--- config.mk ---
export PLATFORM = sky130hd
export DESIGN_NAME = stp_target
export DESIGN_NICKNAME = d
export VERILOG_FILES = /design/src/hw/stp_pkg.sv /design/src/hw/stp_target.sv
export SDC_FILE = /design/constraint.sdc
export NUM_CORES = 1
export LEC_CHECK = 0
export ABC_AREA = 0
export BUFFER_PORTS_ARGS = -buffer_cell sky130_fd_sc_hd__buf_4
export CAP_MARGIN = 20
export CORE_MARGIN = 1.5
export CORE_UTILIZATION = 45
export DETAILED_ROUTE_END_ITERATION = 7
export GPL_TIMING_DRIVEN = 0
export PLACE_DENSITY = 0.69
export REMOVE_ABC_BUFFERS = 1
export SYNTH_ARGS = -nofsm -noshare
export SYNTH_HDL_FRONTEND = slang
export SYNTH_SLANG_ARGS = --single-unit
--- constraint.sdc ---
create_clock -name core_clk -period 4.3 [get_ports core_clk]
set_clock_uncertainty 0.2 [all_clocks]
set_input_delay 0.86 -clock core_clk [delete_from_list [all_inputs] [get_ports core_clk]]
set_output_delay 0.86 -clock core_clk [all_outputs]
set_load 0.05 [all_outputs]
--- src/hw/stp_pkg.sv ---
// constants and types for the scsi target parity and reconnect block
// assumes a single 50 MHz core clock; no bus, every control bit is a port
package stp_pkg;

	// ****************************************************************
	// timing
	// ****************************************************************
	localparam int unsigned CLK_HZ        = 50_000_000;  // core clock rate
	localparam int unsigned TEST_MS       = 300;         // self test length
	localparam int unsigned TEST_CYC      = CLK_HZ / 1000 * TEST_MS;
	localparam int unsigned BLINK_HZ      = 4;           // fail blink rate
	localparam int unsigned BLINK_HALF_CYC = CLK_HZ / (2 * BLINK_HZ);
	localparam int unsigned RECON_MS      = 250;         // reconnect wait
	localparam int unsigned RECON_CYC     = CLK_HZ / 1000 * RECON_MS;
	localparam int unsigned CNT_W         = 24;          // timer width

	// ****************************************************************
	// protocol values
	// ****************************************************************
	localparam logic [2:0] CMD_LEN      = 3'h6;   // bytes in a command block
	localparam logic [3:0] SENSE_NONE   = 4'h0;   // no sense
	localparam logic [3:0] SENSE_HW     = 4'h4;   // hardware error
	localparam logic [3:0] SENSE_ABORT  = 4'hB;   // command aborted
	localparam logic [7:0] STATUS_GOOD  = 8'h00;  // good status
	localparam logic [7:0] STATUS_CHECK = 8'h02;  // check condition
	localparam logic [7:0] STATUS_BUSY  = 8'h08;  // busy
	localparam logic [7:0] MSG_IDE      = 8'h05;  // initiator detected error
	localparam int unsigned IDENT_BIT   = 7;      // identify message flag
	localparam logic [1:0] KIND_MSG     = 2'h0;   // message out byte
	localparam logic [1:0] KIND_CMD     = 2'h1;   // command byte
	localparam logic [1:0] KIND_DATA    = 2'h2;   // data out byte
	localparam int unsigned FIFO_W      = 8;      // data path width
	localparam int unsigned FIFO_D      = 4;      // data path depth
	localparam int unsigned RES_W       = 16;     // residue width

	// ****************************************************************
	// state types
	// ****************************************************************
	typedef enum logic [1:0] {
		ST_TEST = 2'b00,
		ST_FAIL = 2'b01,
		ST_RUN  = 2'b10
	} stp_test_t;

	typedef enum logic [1:0] {
		RC_IDLE  = 2'b00,
		RC_WAIT  = 2'b01,
		RC_CHECK = 2'b10
	} stp_recon_t;

endpackage : stp_pkg

--- src/hw/stp_target.sv ---
// scsi target control: self test, straps, parity, sense, reconnect, rewind
// assumes bus inputs already synchronous to core_clk and phase logic outside
`timescale 1ns/1ns
`default_nettype none

// ****************************************************************
// small data fifo between host and tape side
// ****************************************************************
module stp_fifo #(
	parameter int unsigned WIDTH = 8,
	parameter int unsigned DEPTH = 4
) (
	input  wire logic             clk,
	input  wire logic             rst_n,
	input  wire logic             in_valid,
	input  wire logic [WIDTH-1:0] in_data,
	output logic                  in_ready,
	output logic                  out_valid,
	output logic      [WIDTH-1:0] out_data,
	input  wire logic             out_ready
);
	localparam int unsigned AW = $clog2(DEPTH);

	logic [WIDTH-1:0] mem_reg [DEPTH];  // storage words
	logic [AW-1:0]    wr_ptr_reg;       // next write slot
	logic [AW-1:0]    rd_ptr_reg;       // next read slot
	logic [AW:0]      cnt_reg;          // words held
	logic [AW:0]      cnt_next;
	logic             push;
	logic             pop;

	// handshakes on both sides
	always_comb begin
		push     = in_valid & in_ready;
		pop      = out_valid & out_ready;
		cnt_next = cnt_reg + (AW+1)'(push) - (AW+1)'(pop);
	end

	// storage write
	always_ff @(posedge clk) begin
		if (push) begin
			mem_reg[wr_ptr_reg] <= in_data;
		end
	end

	// pointers, count and registered flags so ready is a flop
	always_ff @(posedge clk) begin
		if (!rst_n) begin
			wr_ptr_reg <= '0;
			rd_ptr_reg <= '0;
			cnt_reg    <= '0;
			in_ready   <= 1'b0;
			out_valid  <= 1'b0;
		end else begin
			if (push) begin
				wr_ptr_reg <= AW'(wr_ptr_reg + 1'b1);
			end
			if (pop) begin
				rd_ptr_reg <= AW'(rd_ptr_reg + 1'b1);
			end
			cnt_reg   <= cnt_next;
			in_ready  <= (cnt_next != (AW+1)'(DEPTH));
			out_valid <= (cnt_next != '0);
		end
	end

	// read port; word under the read pointer
	always_comb begin
		out_data = mem_reg[rd_ptr_reg];
	end

endmodule : stp_fifo

// ****************************************************************
// target control top
// ****************************************************************
module stp_target #(
	parameter int unsigned TEST_CYC  = stp_pkg::TEST_CYC,
	parameter int unsigned BLINK_CYC = stp_pkg::BLINK_HALF_CYC,
	parameter int unsigned RECON_CYC = stp_pkg::RECON_CYC
) (
	input  wire logic        core_clk,
	input  wire logic        rst_n,
	input  wire logic        scsi_rst,
	input  wire logic        bsy_in,
	input  wire logic        ack_in,
	input  wire logic        atn_in,
	input  wire logic        sel_in,
	input  wire logic [7:0]  bus_data,
	input  wire logic        bus_id_strap_bit0,
	input  wire logic        bus_id_strap_bit1,
	input  wire logic        bus_id_strap_bit2,
	input  wire logic        parity_check_disable_strap,
	input  wire logic        test_fail,
	input  wire logic        rx_valid,
	input  wire logic [1:0]  rx_kind,
	input  wire logic [7:0]  rx_data,
	input  wire logic        rx_parity,
	output logic             rx_ready,
	input  wire logic        cmd_start,
	input  wire logic [15:0] blk_count,
	input  wire logic        wr_blk_end,
	input  wire logic        rd_blk_end,
	input  wire logic        tx_load,
	input  wire logic [7:0]  tx_byte,
	output logic             tx_valid_reg,
	output logic      [7:0]  tx_data_reg,
	output logic             tx_parity_reg,
	input  wire logic        arb_won,
	input  wire logic        cart_in,
	input  wire logic        rewind_done,
	input  wire logic        sense_clr,
	output logic             tape_valid,
	output logic      [7:0]  tape_data,
	input  wire logic        tape_ready,
	output logic             led_reg,
	output logic             sel_resp_reg,
	output logic      [2:0]  bus_id_reg,
	output logic      [3:0]  sense_key_reg,
	output logic             sense_b08_reg,
	output logic             sense_b09_reg,
	output logic             cmd_end_reg,
	output logic      [7:0]  status_reg,
	output logic             status_phase_reg,
	output logic             msg_phase_reg,
	output logic             blk_commit_reg,
	output logic             blk_drop_reg,
	output logic      [15:0] residue_reg,
	output logic             abort_reg,
	output logic             discard_ahead_reg,
	output logic             atn_seen_reg,
	output logic             bus_release_reg,
	output logic             reconnected_reg,
	output logic             recon_fail_reg,
	output logic             rewind_reg,
	output logic             busy_status_reg
);
	localparam int unsigned W = stp_pkg::CNT_W;

	stp_pkg::stp_test_t  test_reg;      // self test state
	stp_pkg::stp_recon_t rc_reg;        // reconnect state
	logic [W-1:0]        test_cnt_reg;  // self test timer
	logic [W-1:0]        blink_cnt_reg; // fail blink divider
	logic [W-1:0]        rc_cnt_reg;    // bsy wait timer
	logic [2:0]          cmd_cnt_reg;   // command bytes taken
	logic                cmd_perr_reg;  // id or command parity seen
	logic                wr_perr_reg;   // data out parity latched
	logic                msg_end_reg;   // message phase pending
	logic                cart_d_reg;    // cartridge level last cycle
	logic                loop_req;      // loop-on-test condition
	logic                acc;           // byte taken this cycle
	logic                bad;           // byte fails odd parity
	logic                cmd_last;      // sixth command byte
	logic                msg_perr;      // message byte with bad parity

	// odd parity check on received bytes unless strapped off
	function automatic logic par_bad(input logic [7:0] d, input logic p,
		input logic dis);
		par_bad = !dis && !(^{d, p});
	endfunction : par_bad

	// ****************************************************************
	// decode of the receive stream
	// ****************************************************************
	always_comb begin
		loop_req = ack_in && !bsy_in;
		acc      = rx_valid && rx_ready && (test_reg == stp_pkg::ST_RUN);
		bad      = acc && par_bad(rx_data, rx_parity,
			parity_check_disable_strap);
		cmd_last = acc && rx_kind == stp_pkg::KIND_CMD
			&& cmd_cnt_reg == stp_pkg::CMD_LEN - 3'h1;
		// identify carries bit 7 and counts with the command bytes
		msg_perr = bad && rx_kind == stp_pkg::KIND_MSG
			&& !rx_data[stp_pkg::IDENT_BIT];
	end

	// ****************************************************************
	// self test sequencing and led
	// ****************************************************************
	// reset, bus reset or loop condition restart the test
	always_ff @(posedge core_clk) begin
		if (!rst_n) begin
			test_reg     <= stp_pkg::ST_TEST;
			test_cnt_reg <= '0;
		end else if (scsi_rst || loop_req) begin
			test_reg     <= stp_pkg::ST_TEST;
			test_cnt_reg <= '0;
		end else begin
			unique case (test_reg)
				stp_pkg::ST_TEST: begin
					// result of the test engine is taken at the end
					if (test_cnt_reg == W'(TEST_CYC - 1)) begin
						test_reg <= test_fail ? stp_pkg::ST_FAIL
							: stp_pkg::ST_RUN;
					end else begin
						test_cnt_reg <= W'(test_cnt_reg + 1'b1);
					end
				end
				stp_pkg::ST_FAIL: test_reg <= stp_pkg::ST_FAIL;
				stp_pkg::ST_RUN:  test_reg <= stp_pkg::ST_RUN;
				default:          test_reg <= stp_pkg::ST_TEST;
			endcase
		end
	end

	// led lit in test, blinking on failure, dark in service
	always_ff @(posedge core_clk) begin
		if (!rst_n) begin
			led_reg       <= 1'b1;
			blink_cnt_reg <= '0;
		end else if (test_reg == stp_pkg::ST_FAIL) begin
			if (blink_cnt_reg == W'(BLINK_CYC - 1)) begin
				blink_cnt_reg <= '0;
				led_reg       <= !led_reg;
			end else begin
				blink_cnt_reg <= W'(blink_cnt_reg + 1'b1);
			end
		end else begin
			blink_cnt_reg <= '0;
			led_reg       <= (test_reg == stp_pkg::ST_TEST);
		end
	end

	// ****************************************************************
	// straps and selection
	// ****************************************************************
	// straps are read every cycle; a fitted strap reads as one
	always_ff @(posedge core_clk) begin
		if (!rst_n) begin
			bus_id_reg   <= 3'h0;
			sel_resp_reg <= 1'b0;
		end else begin
			bus_id_reg   <= {bus_id_strap_bit2, bus_id_strap_bit1,
				bus_id_strap_bit0};
			// no answer at all while the test runs
			sel_resp_reg <= sel_in && !bsy_in && bus_data[bus_id_reg]
				&& test_reg == stp_pkg::ST_RUN;
		end
	end

	// ****************************************************************
	// transmit parity
	// ****************************************************************
	// odd parity on every sent byte; the disable strap is not looked at
	always_ff @(posedge core_clk) begin
		if (!rst_n) begin
			tx_valid_reg  <= 1'b0;
			tx_data_reg   <= 8'h00;
			tx_parity_reg <= 1'b1;
		end else begin
			tx_valid_reg <= tx_load;
			if (tx_load) begin
				tx_data_reg   <= tx_byte;
				tx_parity_reg <= ~^tx_byte;
			end
		end
	end

	// ****************************************************************
	// command bytes and error latches
	// ****************************************************************
	always_ff @(posedge core_clk) begin
		if (!rst_n || cmd_start) begin
			cmd_cnt_reg  <= 3'h0;
			cmd_perr_reg <= 1'b0;
			wr_perr_reg  <= 1'b0;
		end else begin
			if (acc && rx_kind == stp_pkg::KIND_CMD) begin
				cmd_cnt_reg <= cmd_last ? 3'h0 : 3'(cmd_cnt_reg + 1'b1);
			end
			// identify or command error held until sixth byte; the
			// sixth byte's own error is used directly, so clearing
			// there leaves nothing stale for the next command
			if (cmd_last) begin
				cmd_perr_reg <= 1'b0;
			end else if (bad && rx_kind != stp_pkg::KIND_DATA
				&& !msg_perr) begin
				cmd_perr_reg <= 1'b1;
			end
			// a fresh error in the block-end cycle still counts
			if (bad && rx_kind == stp_pkg::KIND_DATA) begin
				wr_perr_reg <= 1'b1;
			end else if (wr_blk_end) begin
				wr_perr_reg <= 1'b0;
			end
		end
	end

	// ****************************************************************
	// command ending, sense and status
	// ****************************************************************
	// sense sets win over a clear in the same cycle
	always_ff @(posedge core_clk) begin
		if (!rst_n) begin
			cmd_end_reg       <= 1'b0;
			status_reg        <= stp_pkg::STATUS_GOOD;
			status_phase_reg  <= 1'b0;
			msg_phase_reg     <= 1'b0;
			msg_end_reg       <= 1'b0;
			sense_key_reg     <= stp_pkg::SENSE_NONE;
			sense_b08_reg     <= 1'b0;
			sense_b09_reg     <= 1'b0;
			abort_reg         <= 1'b0;
			discard_ahead_reg <= 1'b0;
		end else begin
			cmd_end_reg       <= 1'b0;
			status_phase_reg  <= 1'b0;
			msg_phase_reg     <= msg_end_reg;
			msg_end_reg       <= 1'b0;
			abort_reg         <= 1'b0;
			discard_ahead_reg <= 1'b0;
			if (sense_clr) begin
				sense_key_reg <= stp_pkg::SENSE_NONE;
				sense_b08_reg <= 1'b0;
				sense_b09_reg <= 1'b0;
			end
			if (cmd_last && (cmd_perr_reg || bad)) begin
				cmd_end_reg   <= 1'b1;
				status_reg    <= stp_pkg::STATUS_CHECK;
				sense_key_reg <= stp_pkg::SENSE_HW;
				sense_b08_reg <= 1'b1;
			end else if (msg_perr) begin
				// byte dropped; status then message phase follow
				status_phase_reg <= 1'b1;
				status_reg       <= stp_pkg::STATUS_CHECK;
				msg_end_reg      <= 1'b1;
				sense_key_reg    <= stp_pkg::SENSE_HW;
				sense_b09_reg    <= 1'b1;
			end else if (wr_blk_end && (wr_perr_reg || bad)) begin
				cmd_end_reg   <= 1'b1;
				status_reg    <= stp_pkg::STATUS_CHECK;
				sense_key_reg <= stp_pkg::SENSE_HW;
				sense_b09_reg <= 1'b1;
			end else if (acc && rx_kind == stp_pkg::KIND_MSG
				&& rx_data == stp_pkg::MSG_IDE) begin
				// residue is left alone so it stays valid
				abort_reg         <= 1'b1;
				discard_ahead_reg <= 1'b1;
				cmd_end_reg       <= 1'b1;
				status_reg        <= stp_pkg::STATUS_CHECK;
				sense_key_reg     <= stp_pkg::SENSE_ABORT;
			end
			if (msg_end_reg) begin
				cmd_end_reg <= 1'b1;
			end
			// a command met during rewind is answered busy
			if (cmd_start && rewind_reg) begin
				status_reg <= stp_pkg::STATUS_BUSY;
			end
		end
	end

	// ****************************************************************
	// block commit, residue and atn sampling
	// ****************************************************************
	always_ff @(posedge core_clk) begin
		if (!rst_n) begin
			blk_commit_reg <= 1'b0;
			blk_drop_reg   <= 1'b0;
			residue_reg    <= 16'h0000;
			atn_seen_reg   <= 1'b0;
		end else begin
			blk_commit_reg <= wr_blk_end && !(wr_perr_reg || bad);
			blk_drop_reg   <= wr_blk_end && (wr_perr_reg || bad);
			if (cmd_start) begin
				residue_reg <= blk_count;
			end else if (wr_blk_end && !(wr_perr_reg || bad)
				&& residue_reg != 16'h0000) begin
				// only blocks that reach tape leave the residue
				residue_reg <= 16'(residue_reg - 1'b1);
			end
			// the host reports data-in errors only at block gaps
			atn_seen_reg <= rd_blk_end ? atn_in : 1'b0;
		end
	end

	// ****************************************************************
	// reconnect bsy wait
	// ****************************************************************
	always_ff @(posedge core_clk) begin
		if (!rst_n) begin
			rc_reg          <= stp_pkg::RC_IDLE;
			rc_cnt_reg      <= '0;
			bus_release_reg <= 1'b0;
			reconnected_reg <= 1'b0;
			recon_fail_reg  <= 1'b0;
		end else begin
			reconnected_reg <= 1'b0;
			recon_fail_reg  <= 1'b0;
			unique case (rc_reg)
				stp_pkg::RC_IDLE: begin
					// only a new arbitration win opens contact again
					if (arb_won) begin
						rc_reg          <= stp_pkg::RC_WAIT;
						rc_cnt_reg      <= '0;
						bus_release_reg <= 1'b0;
					end
				end
				stp_pkg::RC_WAIT: begin
					if (bsy_in) begin
						rc_reg          <= stp_pkg::RC_IDLE;
						reconnected_reg <= 1'b1;
					end else if (rc_cnt_reg == W'(RECON_CYC - 1)) begin
						rc_reg          <= stp_pkg::RC_CHECK;
						bus_release_reg <= 1'b1;
					end else begin
						rc_cnt_reg <= W'(rc_cnt_reg + 1'b1);
					end
				end
				stp_pkg::RC_CHECK: begin
					rc_reg          <= stp_pkg::RC_IDLE;
					reconnected_reg <= bsy_in;
					recon_fail_reg  <= !bsy_in;
				end
				default: rc_reg <= stp_pkg::RC_IDLE;
			endcase
		end
	end

	// ****************************************************************
	// cartridge rewind and busy answer
	// ****************************************************************
	// a cartridge present at reset shows up as a rising level here
	always_ff @(posedge core_clk) begin
		if (!rst_n) begin
			cart_d_reg      <= 1'b0;
			rewind_reg      <= 1'b0;
			busy_status_reg <= 1'b0;
		end else begin
			cart_d_reg <= cart_in;
			if (cart_in && !cart_d_reg) begin
				rewind_reg <= 1'b1;
			end else if (rewind_done || !cart_in) begin
				rewind_reg <= 1'b0;
			end
			busy_status_reg <= cmd_start && rewind_reg;
		end
	end

	// ****************************************************************
	// data path buffer toward the tape
	// ****************************************************************
	stp_fifo #(
		.WIDTH(stp_pkg::FIFO_W),
		.DEPTH(stp_pkg::FIFO_D)
	) u_fifo (
		.clk      (core_clk),
		.rst_n    (rst_n),
		// bytes that rx_ready lets through are dropped until the self test has passed
		.in_valid (rx_valid && rx_kind == stp_pkg::KIND_DATA
			&& test_reg == stp_pkg::ST_RUN),
		.in_data  (rx_data),
		.in_ready (rx_ready),
		.out_valid(tape_valid),
		.out_data (tape_data),
		.out_ready(tape_ready)
	);
endmodule : stp_target

`default_nettype wire

* After elaboration in Yosys (flattened, before gate mapping)
Memories as Yosys holds them, arrays and structs flattened. A register that Yosys moved wholly into a read port is not among the register bits.
Cells that the tools add are included.
** Operators by class
- Add/sub/neg operators :: 9
- Multiply operators :: 0
- Div/mod/pow operators :: 0
- Order comparisons :: 1
- Eq/ne operators :: 20
- Shifts and indexed selects :: 0
- Multiplexer cells :: 54
- Bitwise logic cells :: 5
- Reductions and logical operators :: 68
** Operators by type and width (count)
- 24-bit by 1-bit adder with 24-bit output, second input constant :: 3
- 24-bit two-way mux :: 3
- 24-bit equality test, second input constant :: 2
- 24-bit one-hot mux with 2 select lines :: 1
- 16-bit two-way mux :: 2
- 4-bit two-way mux :: 7
- 1-bit logical AND :: 25
- 1-bit two-way mux :: 25
- 24-bit by 23-bit equality test with 1-bit output, second input constant :: 1
- 16-bit nonzero test :: 1
- 16-bit by 1-bit subtractor with 16-bit output, second input constant :: 1
- 2-bit two-way mux :: 7
- 3-bit two-way mux :: 4
- 2-bit != test, second input constant :: 6
- 2-bit nonzero test :: 6
- 1-bit logical NOT :: 10
- 5-bit nonzero test :: 2
- 9-bit parity :: 1
- 8-bit by 3-bit equality test with 1-bit output, second input constant :: 1
- 2-bit AND reduction :: 4
- 4-bit AND reduction :: 2
- 2-bit OR reduction :: 4
- 8-bit XNOR reduction :: 1
- 2-bit by 1-bit equality test with 1-bit output, second input constant :: 3
- 21 further kinds :: 35
** Storage, ports and cells
- Register bits after elaboration :: 142
- Bits in latches :: 0
- Bits in writable memories :: 32
- Memory bits (read-only) :: 0
- Input port bits :: 65
- Output and inout bits :: 68
- Word-level logic and storage cells :: 197
- Memories kept :: 1
** Memories
- u_fifo.mem_reg :: words 4, width 8, read ports 1, clocked after memory_dff 1, wr ports 1, RTL line stp_target.sv:24 : logic [WIDTH-1:0] mem_reg [DEPTH];

* Longest topological paths before layout
Gate-level depths: netlist of the first run.
- Word-level depth :: 10
- Depth in mapped cells :: 9
- Mapped depth without buffers :: 9

* Hierarchy
A second synthesis of the first run with hierarchy kept.
** Second synthesis, totals
- Cells, all modules :: 768
- Area total of the unflattened synthesis :: 7621.1 µm²
** By module, submodules not included
- stp_target :: times used 1, cells an instance 678, area an instance 5965.7 µm², sequential area each 2622.5 µm²
- stp_fifo :: times used 1, cells an instance 90, area an instance 1655.3 µm², sequential area each 1181.1 µm²

* Worst setup path after synthesis of the first run
No wires, ideal clock.
- Path kind :: in2reg
- Start :: input tape_ready
- End :: register u_fifo.out_valid
- Arrival time :: 2.631 ns
- Data required time :: 3.973 ns
- Path slack :: 1.342 ns
- Stages on the path :: 9
- Buffers on the path :: 0
- Cell sequence :: and2_1 -> ha_1 -> inv_1 -> ha_1 -> fa_1 -> xnor2_1 -> xnor2_1 -> and2_1 -> or3_1
** Between the ends
- Word-level cells in the longest chain between the ends :: 3
** RTL lines
- from (decl) :: RTL line stp_target.sv:115 : input wire logic tape_ready,
- 1-bit AND :: RTL line stp_target.sv:35 : pop = out_valid & out_ready;
- 3-bit by 1-bit subtractor with 3-bit output :: RTL line stp_target.sv:36 : cnt_next = cnt_reg + (AW+1)'(push) - (AW+1)'(pop);
- 3-bit nonzero test :: RTL line stp_target.sv:63 : out_valid <= (cnt_next != '0);
- to (signal assigned) :: RTL line stp_target.sv:63
- to (decl) :: RTL line stp_target.sv:18 : output logic out_valid,
Every way passes these cells.
A chain may end at the register's enable or synchronous reset.

==> flow_summary.toml, run 1 <==
[timing]
holdWs_ns = 0.211
hold_viol_final = 0
period_needed_ns = 2.96
fin_crit_sh_pct = 68.8
rsz0062_at_grt = "no"
clock.fmax_mhz = 338
slew_viol_final = 0
worst_slew_pin_slew_ns = 0.909
slew_headroom_pct = 39.4
setup_violations = 0
tns_ns = 0

[hold_path]
min_from = "cart_d_reg"
min_to = "rewind_reg"
hold_depth = 1
min_path_type = "reg2reg"

[layout]
largest_register_ffs = 32
n_antenna_cell = 0
layout-drive-gt1-share_pct = 20.6
layout.cells.non_filler = 1141
finish.instance_area_um2 = 9550
nNetsFinal = 985
areaGrowthSynthToFinish_pct = 21.1

[detailed_routing]
viasPerCell = 5.14
drt_iter0_drc = 237
postRouteAntennaNets = 0
drt-wirelength-per-cell_um = 14.3
vias = 5868
wl_um = 16300
firstDrtPassIters = 5
route.detailed.drc = 0

[setup_path]
critPathKind = "reg2out"
crit_required_ns = 3.24
end_kind = "primary output"
worstReg2RegStart = "test_reg[0]"
rr_worst_depth = 8
crit_arrival_ns = 1.90
cp_max_fo = 8
startpoint_type = "register"
rrSetupSlack_ns = 1.41
r2r_end = "u_fifo.out_valid"

[clocking]
clk_pin_slew_worst_paths_ns = 0.06
hold_buffers = 0
cts_tree = "yes"
clk_latency_ns = 0.43
cts_root_buffer = "clkbuf_16"
postCtsSetupBuffers = 0
htree_levels = 4
clock_path_buffers = 2
cts_buffers = 17
clock_sinks = 174
post_cts_resized = 0

[floorplan]
rows = 48
placeableCoreArea_um2 = 17200
io_pins = 133
die_h_um = 135
die-area_um2 = 18300
start_util_pct = 45.9
fp.dieW_um = 135

[yosys]
synth_compound_area_share_pct = 5.86
synthArstFlopShare_pct = 0
yosysMostFrequentCell = "dfxtp_1"
synth_mux_area_share_pct = 4.71
synth_top_family_by_area = "simple AND/OR/NAND/NOR gates"
netlist_area_um2 = 7880
netlist_top_cells_count = "dfxtp_1, nor2_1, xor2_1"
synth_warnings = 0
synth_top_area_share_pct = 36.1
yosys.area.top_type = "dfxtp_1"
avgSynthCellArea_um2 = 9.98
synth_fa_ha_area_share_pct = 2.79
synth-edff-count = 32
ys.flop_type = "dfxtp_1"
synth_xor_area_share_pct = 10.8
synth_cell_types = 65
syn-instance-count = 790
yosysSeqAreaShare_pct = 48.3
ys_ff_latch = 174
synth-simple-area-share_pct = 23.6
synth.area.top_cells = "dfxtp_1, edfxtp_1, xor2_1"

[place]
gp_congestion = 0.775
io_buffers = 126
hpwl_um = 11400
postPlaceCellArea_um2 = 8950
placed_cells_incl_taps = 1109

[power_and_ir_drop]
power_mw = 3.93
vdd_drop_max_mv = 0.268
power.density_nw_per_um2 = 411
p_leak_nw = 3.63

[global_routing]
antenna_found_initial = 0
grt_max_degree = 41
grt_pass1_vias = 5454
grt-ovfl-total = 0
grt_pass1_wl_um = 26300
track_usage_pct = 18.2

[run_status]
status = "finished, final reports clean"

[run]
maxCapViolCount = 0
==> report_power, final <==
group          switching (mW)  internal (mW)
combinational           0.360          0.241
sequential             0.0552           1.71
clock                   0.644          0.913
total                    1.06           2.87
==> worst max-delay path by stage <==
stage	from	to	slack [ns]
CTS	register	tape_data[7]	1.29
finish	register	tape_data[7]	1.34
global placement	rx_valid	u_fifo.out_valid	0.98
global route	test_reg[1]	u_fifo.out_valid	1.13
floorplan	tape_ready	u_fifo.out_valid	1.34
detailed placement	rx_valid	u_fifo.out_valid	0.93
==> cell usage in the layout, fill, tap and decap left out, types with 7 or more instances in the layout <==
cell type	Yosys	final
and2_1	18	18
and3_1	17	17
or3_1	7	7
nand4_1	32	32
mux2i_1	12	12
ha_1	16	16
edfxtp_1	32	32
nor3_1	21	21
inv_1	31	31
a21oi_1	25	25
xnor2_1	42	42
xor2_1	50	50
nand2b_1	9	9
nor2_1	110	110
dfxtp_1	142	142
nand2_1	38	38
clkbuf_16	0	17
nand3_1	27	27
and4_1	9	9
buf_4	9	128
mux4_2	10	10
o21ai_0	20	20
==> cell type report <==
type | instances | area (um^2)
well taps | 225 | 282
multi-input cells | 551 | 3790
flip-flops and latches | 174 | 3800
clock buffers | 18 | 429
fillers | 1559 | 7630
repair buffers | 128 | 961
clock inverters | 14 | 166
inverters | 31 | 116
==> per-stage QoR <==
| step | util (%) | setup slack [ns] |
|---|---|---|
| floorplan | - | 1.34 |
| global placement | 52.0 | 0.982 |
| detailed placement | 52.1 | 0.927 |
| CTS | 55.6 | 1.29 |
| global route | 55.6 | 1.13 |
| finish | 55.6 | 1.34 |
==> cells by family after synthesis <==
logic type                 Yosys count
and+or+nand+nor                    336
DFF                                174
xor gates and xnor gates            94
AOI/OAI and AO/OA                   74
buffers and inverters               70
muxes                               24
adders and majority gates           17
other                                1
==> worst max-delay path: stages, from the launching register on <==
cell	delay (ns)
dfxtp_1	0.67
mux4_2	0.59
buf_4	0.21
==> metal layers <==
layer | vias to the layer above | GRT usage, % | part of all wire [%]
met2 | 104 | 30.3 | 48
met5 | - | 0 | 0
met3 | 22 | 3.67 | 4.2
met4 | 0 | 6.27 | 1.7
met1 | 2777 | 23.5 | 46
li1 | 2965 | - | -
Note: power is estimated with default switching activity, not from simulation.
==> run 2, diff against run 1 <==
PLACE_DENSITY = 0.72   (was 0.69)
clock period = 2.5 ns   (was 4.3 ns; I/O delays follow)
==> run 2 against run 1 <==
Against the previous run:
- the flow now finishes with violations (negative setup slack)
- utilization increased by 0.55 points
- worst setup slack got worse by 1.3 ns
- hold slack got worse by 0.13 ns
- first-iteration DRC count increased by 22%
- total power increased by 72%
- sequential power increased by 72%
- non-clock buffer count increased by 6
- flip-flop and latch count unchanged
- critical path type is now reg2reg
- critical endpoint is now u_fifo.out_valid
- largest power group unchanged
- highest routed layer unchanged
==> flow_summary.toml, run 2 (synthesis gave the netlist of run 1 again) <==
[run_status]
status = "finished, violations left"
violations = "negative setup slack"

[timing]
period_needed_ns = 2.51
clock.fmax_mhz = 399
timing.final.ws_setup_ns = -0.00587
rsz0062_at_grt = "yes"
slew_headroom_pct = 36.2
hold_viol_final = 0
setup_violations = 1
worst_slew_pin_slew_ns = 0.957
holdWs_ns = 0.0803
slew_viol_final = 0
tns_ns = -0.00587
fin_crit_sh_pct = 100

[global_routing]
grt_max_degree = 41
grt_pass1_wl_um = 26700
track_usage_pct = 18.2
antenna_found_initial = 0
grt_pass1_vias = 5503
grt-ovfl-total = 0

[layout]
largest_register_ffs = 32
fin_util_pct = 56.1
layout_commonest_cell = "dfxtp_1"
finish.instance_area_um2 = 9640
layout.cells.non_filler = 1147
n_antenna_cell = 0
fillers = 1535
nNetsFinal = 991
mostFrequentLayoutCells = "dfxtp_1, buf_4, nor2_1"
layout-drive-gt1-share_pct = 22.3
areaGrowthSynthToFinish_pct = 22.3

[setup_path]
cp_max_fo = 3
r2r_end = "u_fifo.out_valid"
rr_worst_depth = 9
crit_required_ns = 2.61
end_kind = "register"
crit_arrival_ns = 2.61
worstPathCellList = "and2_1 -> ha_1 -> inv_1 -> ha_1 -> fa_1 -> xnor2_1 -> xnor2_1 -> and2_1 -> or3_1"
startpoint_type = "register"
worstReg2RegStart = "u_fifo.out_valid"
critPathKind = "reg2reg"
cpPeakStageDelay_ns = 0.37
rrSetupSlack_ns = -0.006
cp_slowest_cell = "fa_1"

[power_and_ir_drop]
p_leak_nw = 3.71
power.density_nw_per_um2 = 699
clockPowerShare_pct = 39.3
p_int_mw = 4.80
combinationalPowerShare_pct = 15.6
switching_share_pct = 28.8
power_mw = 6.74
vdd_drop_max_mv = 0.467
p_sw_mw = 1.94
power_frac_seq_pct = 45.1

[floorplan]
die_h_um = 135
rows = 48
io_pins = 133
placeableCoreArea_um2 = 17200
fp.dieW_um = 135
die-area_um2 = 18300
start_util_pct = 45.9

[hold_path]
min_path_type = "in2reg"
hold_depth = 2
min_to = "bus_id_reg[0]"
min_from = "bus_id_strap_bit0"

[place]
gp_congestion = 0.800
io_buffers = 126
placed_cells_incl_taps = 1109
postPlaceCellArea_um2 = 8950
pre_cts_slack_ns = -0.421
hpwl_um = 11500

[detailed_routing]
viasPerCell = 5.15
postRouteAntennaNets = 0
vias = 5910
wl_um = 16600
drt-wirelength-per-cell_um = 14.5
firstDrtPassIters = 7
drt_iter0_drc = 290
route.detailed.drc = 0

[clocking]
hold_buffers = 0
clock_sinks = 174
cts_buffers = 17
clock_path_buffers = 2
clk_latency_ns = 0.42
cts_tree = "yes"
htree_levels = 4
cts_root_buffer = "clkbuf_16"
clk_pin_slew_worst_paths_ns = 0.07

[run]
maxCapViolCount = 0
[run 2: cell count changes in the layout (fill, tap and decap cells not counted), moves of 3 or more]
cell | previous run | this run
buf_4 | 128 | 134
inv_8 | 0 | 6
clkinvlp_4 | 4 | 0
clkinv_2 | 4 | 1
clkinv_4 | 1 | 4
dfxtp_1 | 142 | 139
dfxtp_2 | 0 | 3
[run 2: what timing repair did]
item | CTS | global route
setup endpoints to repair | 28 | 63
setup buffers | 0 | 6
cloned | 0 | 0
pin swaps | 0 | 4
gates resized for setup | 5 | 8
[run 2: worst max-delay path: cells and delay by family (launching register included)]
family | cells | cell delay, ns
and+or+nand+nor | 3 | 0.72
DFF | 1 | 0.31
buffers and inverters | 1 | 0.04
adders and majority gates | 3 | 0.83
xor gates and xnor gates | 2 | 0.30
[run 2: worst max-delay path by stage]
stage | startpoint | to | slack, ns | cells after the start
4_1_cts | test_reg[1] | u_fifo.out_valid | -0.05 | 8
3_3_place_gp | rx_valid | u_fifo.out_valid | -0.41 | 9
2_1_floorplan | u_fifo.in_ready | u_fifo.out_valid | -0.30 | 8
5_1_grt | u_fifo.out_valid | u_fifo.out_valid | -0.12 | 9
6_report | u_fifo.out_valid | u_fifo.out_valid | -0.006 | 9
3_5_place_dp | rx_valid | u_fifo.out_valid | -0.42 | 9
[run 2: power by group through the flow]
stage	sequential, mW	clock, mW	combinational, mW
5_1_grt	3.05	2.81	1.12
3_5_place_dp	3.11	0	1.05
6_report	3.04	2.65	1.05
3_3_place_gp	3.10	0	1.03
4_1_cts	3.04	2.70	1.05
2_1_floorplan	3.28	0	0.520
[run 2: cell type report]
| type | count | area, um^2 | share of cell area, % |
|---|---|---|---|
| clock inverters | 15 | 171 | 1.78 |
| flip-flops and latches | 174 | 3810 | 39.5 |
| inverters | 31 | 116 | 1.21 |
| well taps | 225 | 282 | 2.92 |
| multi-input cells | 551 | 3830 | 39.8 |
| clock buffers | 17 | 425 | 4.41 |
| repair buffers | 134 | 1010 | 10.4 |
[run 2: routing by layer]
layer,GRT usage (%),part of all wire (%)
met2,30.9,50
met5,0,0
met4,5.91,0.90
met3,3.18,3.5
met1,23.7,46
==> run 3, diff against run 2 <==
ABC_AREA = not set   (was 0)
CELL_PAD_IN_SITES_DETAIL_PLACEMENT = 1   (was not set)
CELL_PAD_IN_SITES_GLOBAL_PLACEMENT = 2   (was not set)
CORE_UTILIZATION = 32   (was 45)
PLACE_DENSITY = 0.79   (was 0.72)
==> run 3 against run 2 <==
Against the previous run:
- the run still ends with negative setup slack left
- die area grew 40%
- cell count grew 8.7%
- combinational power is essentially flat
- hold slack lost 0.0081 ns
- total power grew 2.5%
- first-iteration DRC count shrank 26%
- flip-flop and latch count is the same
- global-route usage shrank 2.7 points
- highest routed layer unchanged
==> flow_summary.toml, run 3 (synthesis gave the netlist of run 1 again) <==
[timing]
period_needed_ns = 2.55
tns_ns = -0.0458
fin_crit_sh_pct = 102
clock.fmax_mhz = 393
worst_slew_pin_slew_ns = 0.963
holdWs_ns = 0.0722
rsz0062_at_grt = "yes"
hold_viol_final = 0
slew_headroom_pct = 35.7
slew_viol_final = 0
timing.final.ws_setup_ns = -0.0458
setup_violations = 1

[run]
maxCapViolCount = 0

[layout]
mostFrequentLayoutCells = "dfxtp_1, buf_4, nor2_1"
largest_register_ffs = 32
n_antenna_cell = 0
layout_commonest_cell = "dfxtp_1"
finish.instance_area_um2 = 9830
layout.cells.non_filler = 1247
multi_input_area_um2 = 3840
nNetsFinal = 992
fillers = 2729
layout-drive-gt1-share_pct = 22.6
areaGrowthSynthToFinish_pct = 24.7
regArea_um2 = 3810

[setup_path]
end_kind = "register"
rrSetupSlack_ns = -0.05
cp_max_fo = 8
worstPathCellList = "nand4b_1 -> nor3_4 -> ha_1 -> fa_2 -> xnor2_1 -> xnor2_1 -> and2_1 -> or3_1"
critPathKind = "reg2reg"
path_common_cell = "xnor2_1"
crit_arrival_ns = 2.66
cp_slowest_cell = "dfxtp_2"
crit_required_ns = 2.62
startpoint_type = "register"
cpPeakStageDelay_ns = 0.37

[place]
hpwl_um = 13200
io_buffers = 126
placed_cells_incl_taps = 1209
postPlaceCellArea_um2 = 9090
gp_congestion = 0.713

[detailed_routing]
route.detailed.drc = 0
vias = 5982
firstDrtPassIters = 4
drt_iter0_drc = 214
drt-wirelength-per-cell_um = 15.4
wl_um = 19200
viasPerCell = 4.80
postRouteAntennaNets = 0

[floorplan]
fp.dieW_um = 160
die-area_um2 = 25600
die_h_um = 160
rows = 57
placeableCoreArea_um2 = 24200
io_pins = 133
start_util_pct = 32.5

[clocking]
cts_root_buffer = "clkbuf_16"
clock_path_buffers = 2
cts_buffers = 17
clk_latency_ns = 0.43
hold_buffers = 0
cts_tree = "yes"
clk_pin_slew_worst_paths_ns = 0.08
htree_levels = 4
clock_sinks = 174

[global_routing]
antenna_found_initial = 0
grt_pass1_wl_um = 31900
track_usage_pct = 15.5
grt_max_degree = 41
grt_pass1_vias = 6031
grt-ovfl-total = 0

[power_and_ir_drop]
clockPowerShare_pct = 40.3
combinationalPowerShare_pct = 15.7
power_frac_seq_pct = 44.0
p_sw_mw = 2.14
p_leak_nw = 3.72
vdd_drop_max_mv = 0.394
p_int_mw = 4.77
switching_share_pct = 31.0
power_mw = 6.91
power.density_nw_per_um2 = 702

[hold_path]
min_path_type = "in2reg"

[run_status]
violations = "negative setup slack"
status = "finished, violations left"
==> run 3: cell count changes in the layout (fill, tap and decap cells not counted), moves of 2 or more <==
cell	previous run	this run
clkinv_4	4	0
dfxtp_4	0	2
inv_12	0	2
inv_6	2	4
dfxtp_2	3	1
inv_8	6	3
clkinv_8	1	5
==> run 3: critical path, delay by kind of cell, from the launching register on <==
family / cells / cell delay [ns]
flip-flops: 1 / 0.37
AND/OR/NAND/NOR: 4 / 1.21
adder cells (fa/ha/maj): 2 / 0.41
XOR/XNOR: 2 / 0.25
==> run 3: layout make-up <==
type	count	area share [%]
Timing Repair Buffer	135	10.4
Multi-Input combinational cell	551	39.1
Inverter	31	1.18
Clock inverter	15	2.06
Tap cell	324	4.12
Sequential cell	174	38.8
Clock buffer	17	4.33
==> run 3: timing repair <==
action,CTS,global route
gates resized for setup,8,11
pin swaps,0,5
buffers inserted,0,6
setup endpoints to repair,50,84
==> run 3: metal layers <==
layer,global-route usage [%],vias up,wire [um]
li1,-,2972,-
met1,20.7,2902,9150
met2,25.9,95,9270
met3,2.94,13,607
met4,3.65,0,163
met5,0,-,0
==> run 3: final timing paths <==
kind,startpoint,endpoint,depth (start not counted)
setup / recovery,test_reg[0],u_fifo.out_valid,8
hold reg to reg,cart_d_reg,rewind_reg,1
hold / removal,bus_id_strap_bit2,bus_id_reg[2],2
setup reg to reg,test_reg[0],u_fifo.out_valid,8
==> run 3: metrics by stage <==
| step | setup WS [ns] | utilization [%] |
|---|---|---|
| 6_report | -0.0458 | 40.5 |
| 2_1_floorplan | -0.302 | - |
| 4_1_cts | -0.143 | 40.2 |
| 3_3_place_gp | -0.496 | 37.3 |
| 5_1_grt | -0.173 | 40.5 |
| 3_5_place_dp | -0.553 | 37.5 |
==> run 3: power by group through the flow <==
stage	clock network, mW	logic, mW	registers, mW
4_1_cts	2.88	1.08	3.04
3_3_place_gp	0	1.05	3.10
6_report	2.78	1.08	3.04
5_1_grt	2.98	1.16	3.06
2_1_floorplan	0	0.520	3.28
3_5_place_dp	0	1.07	3.11
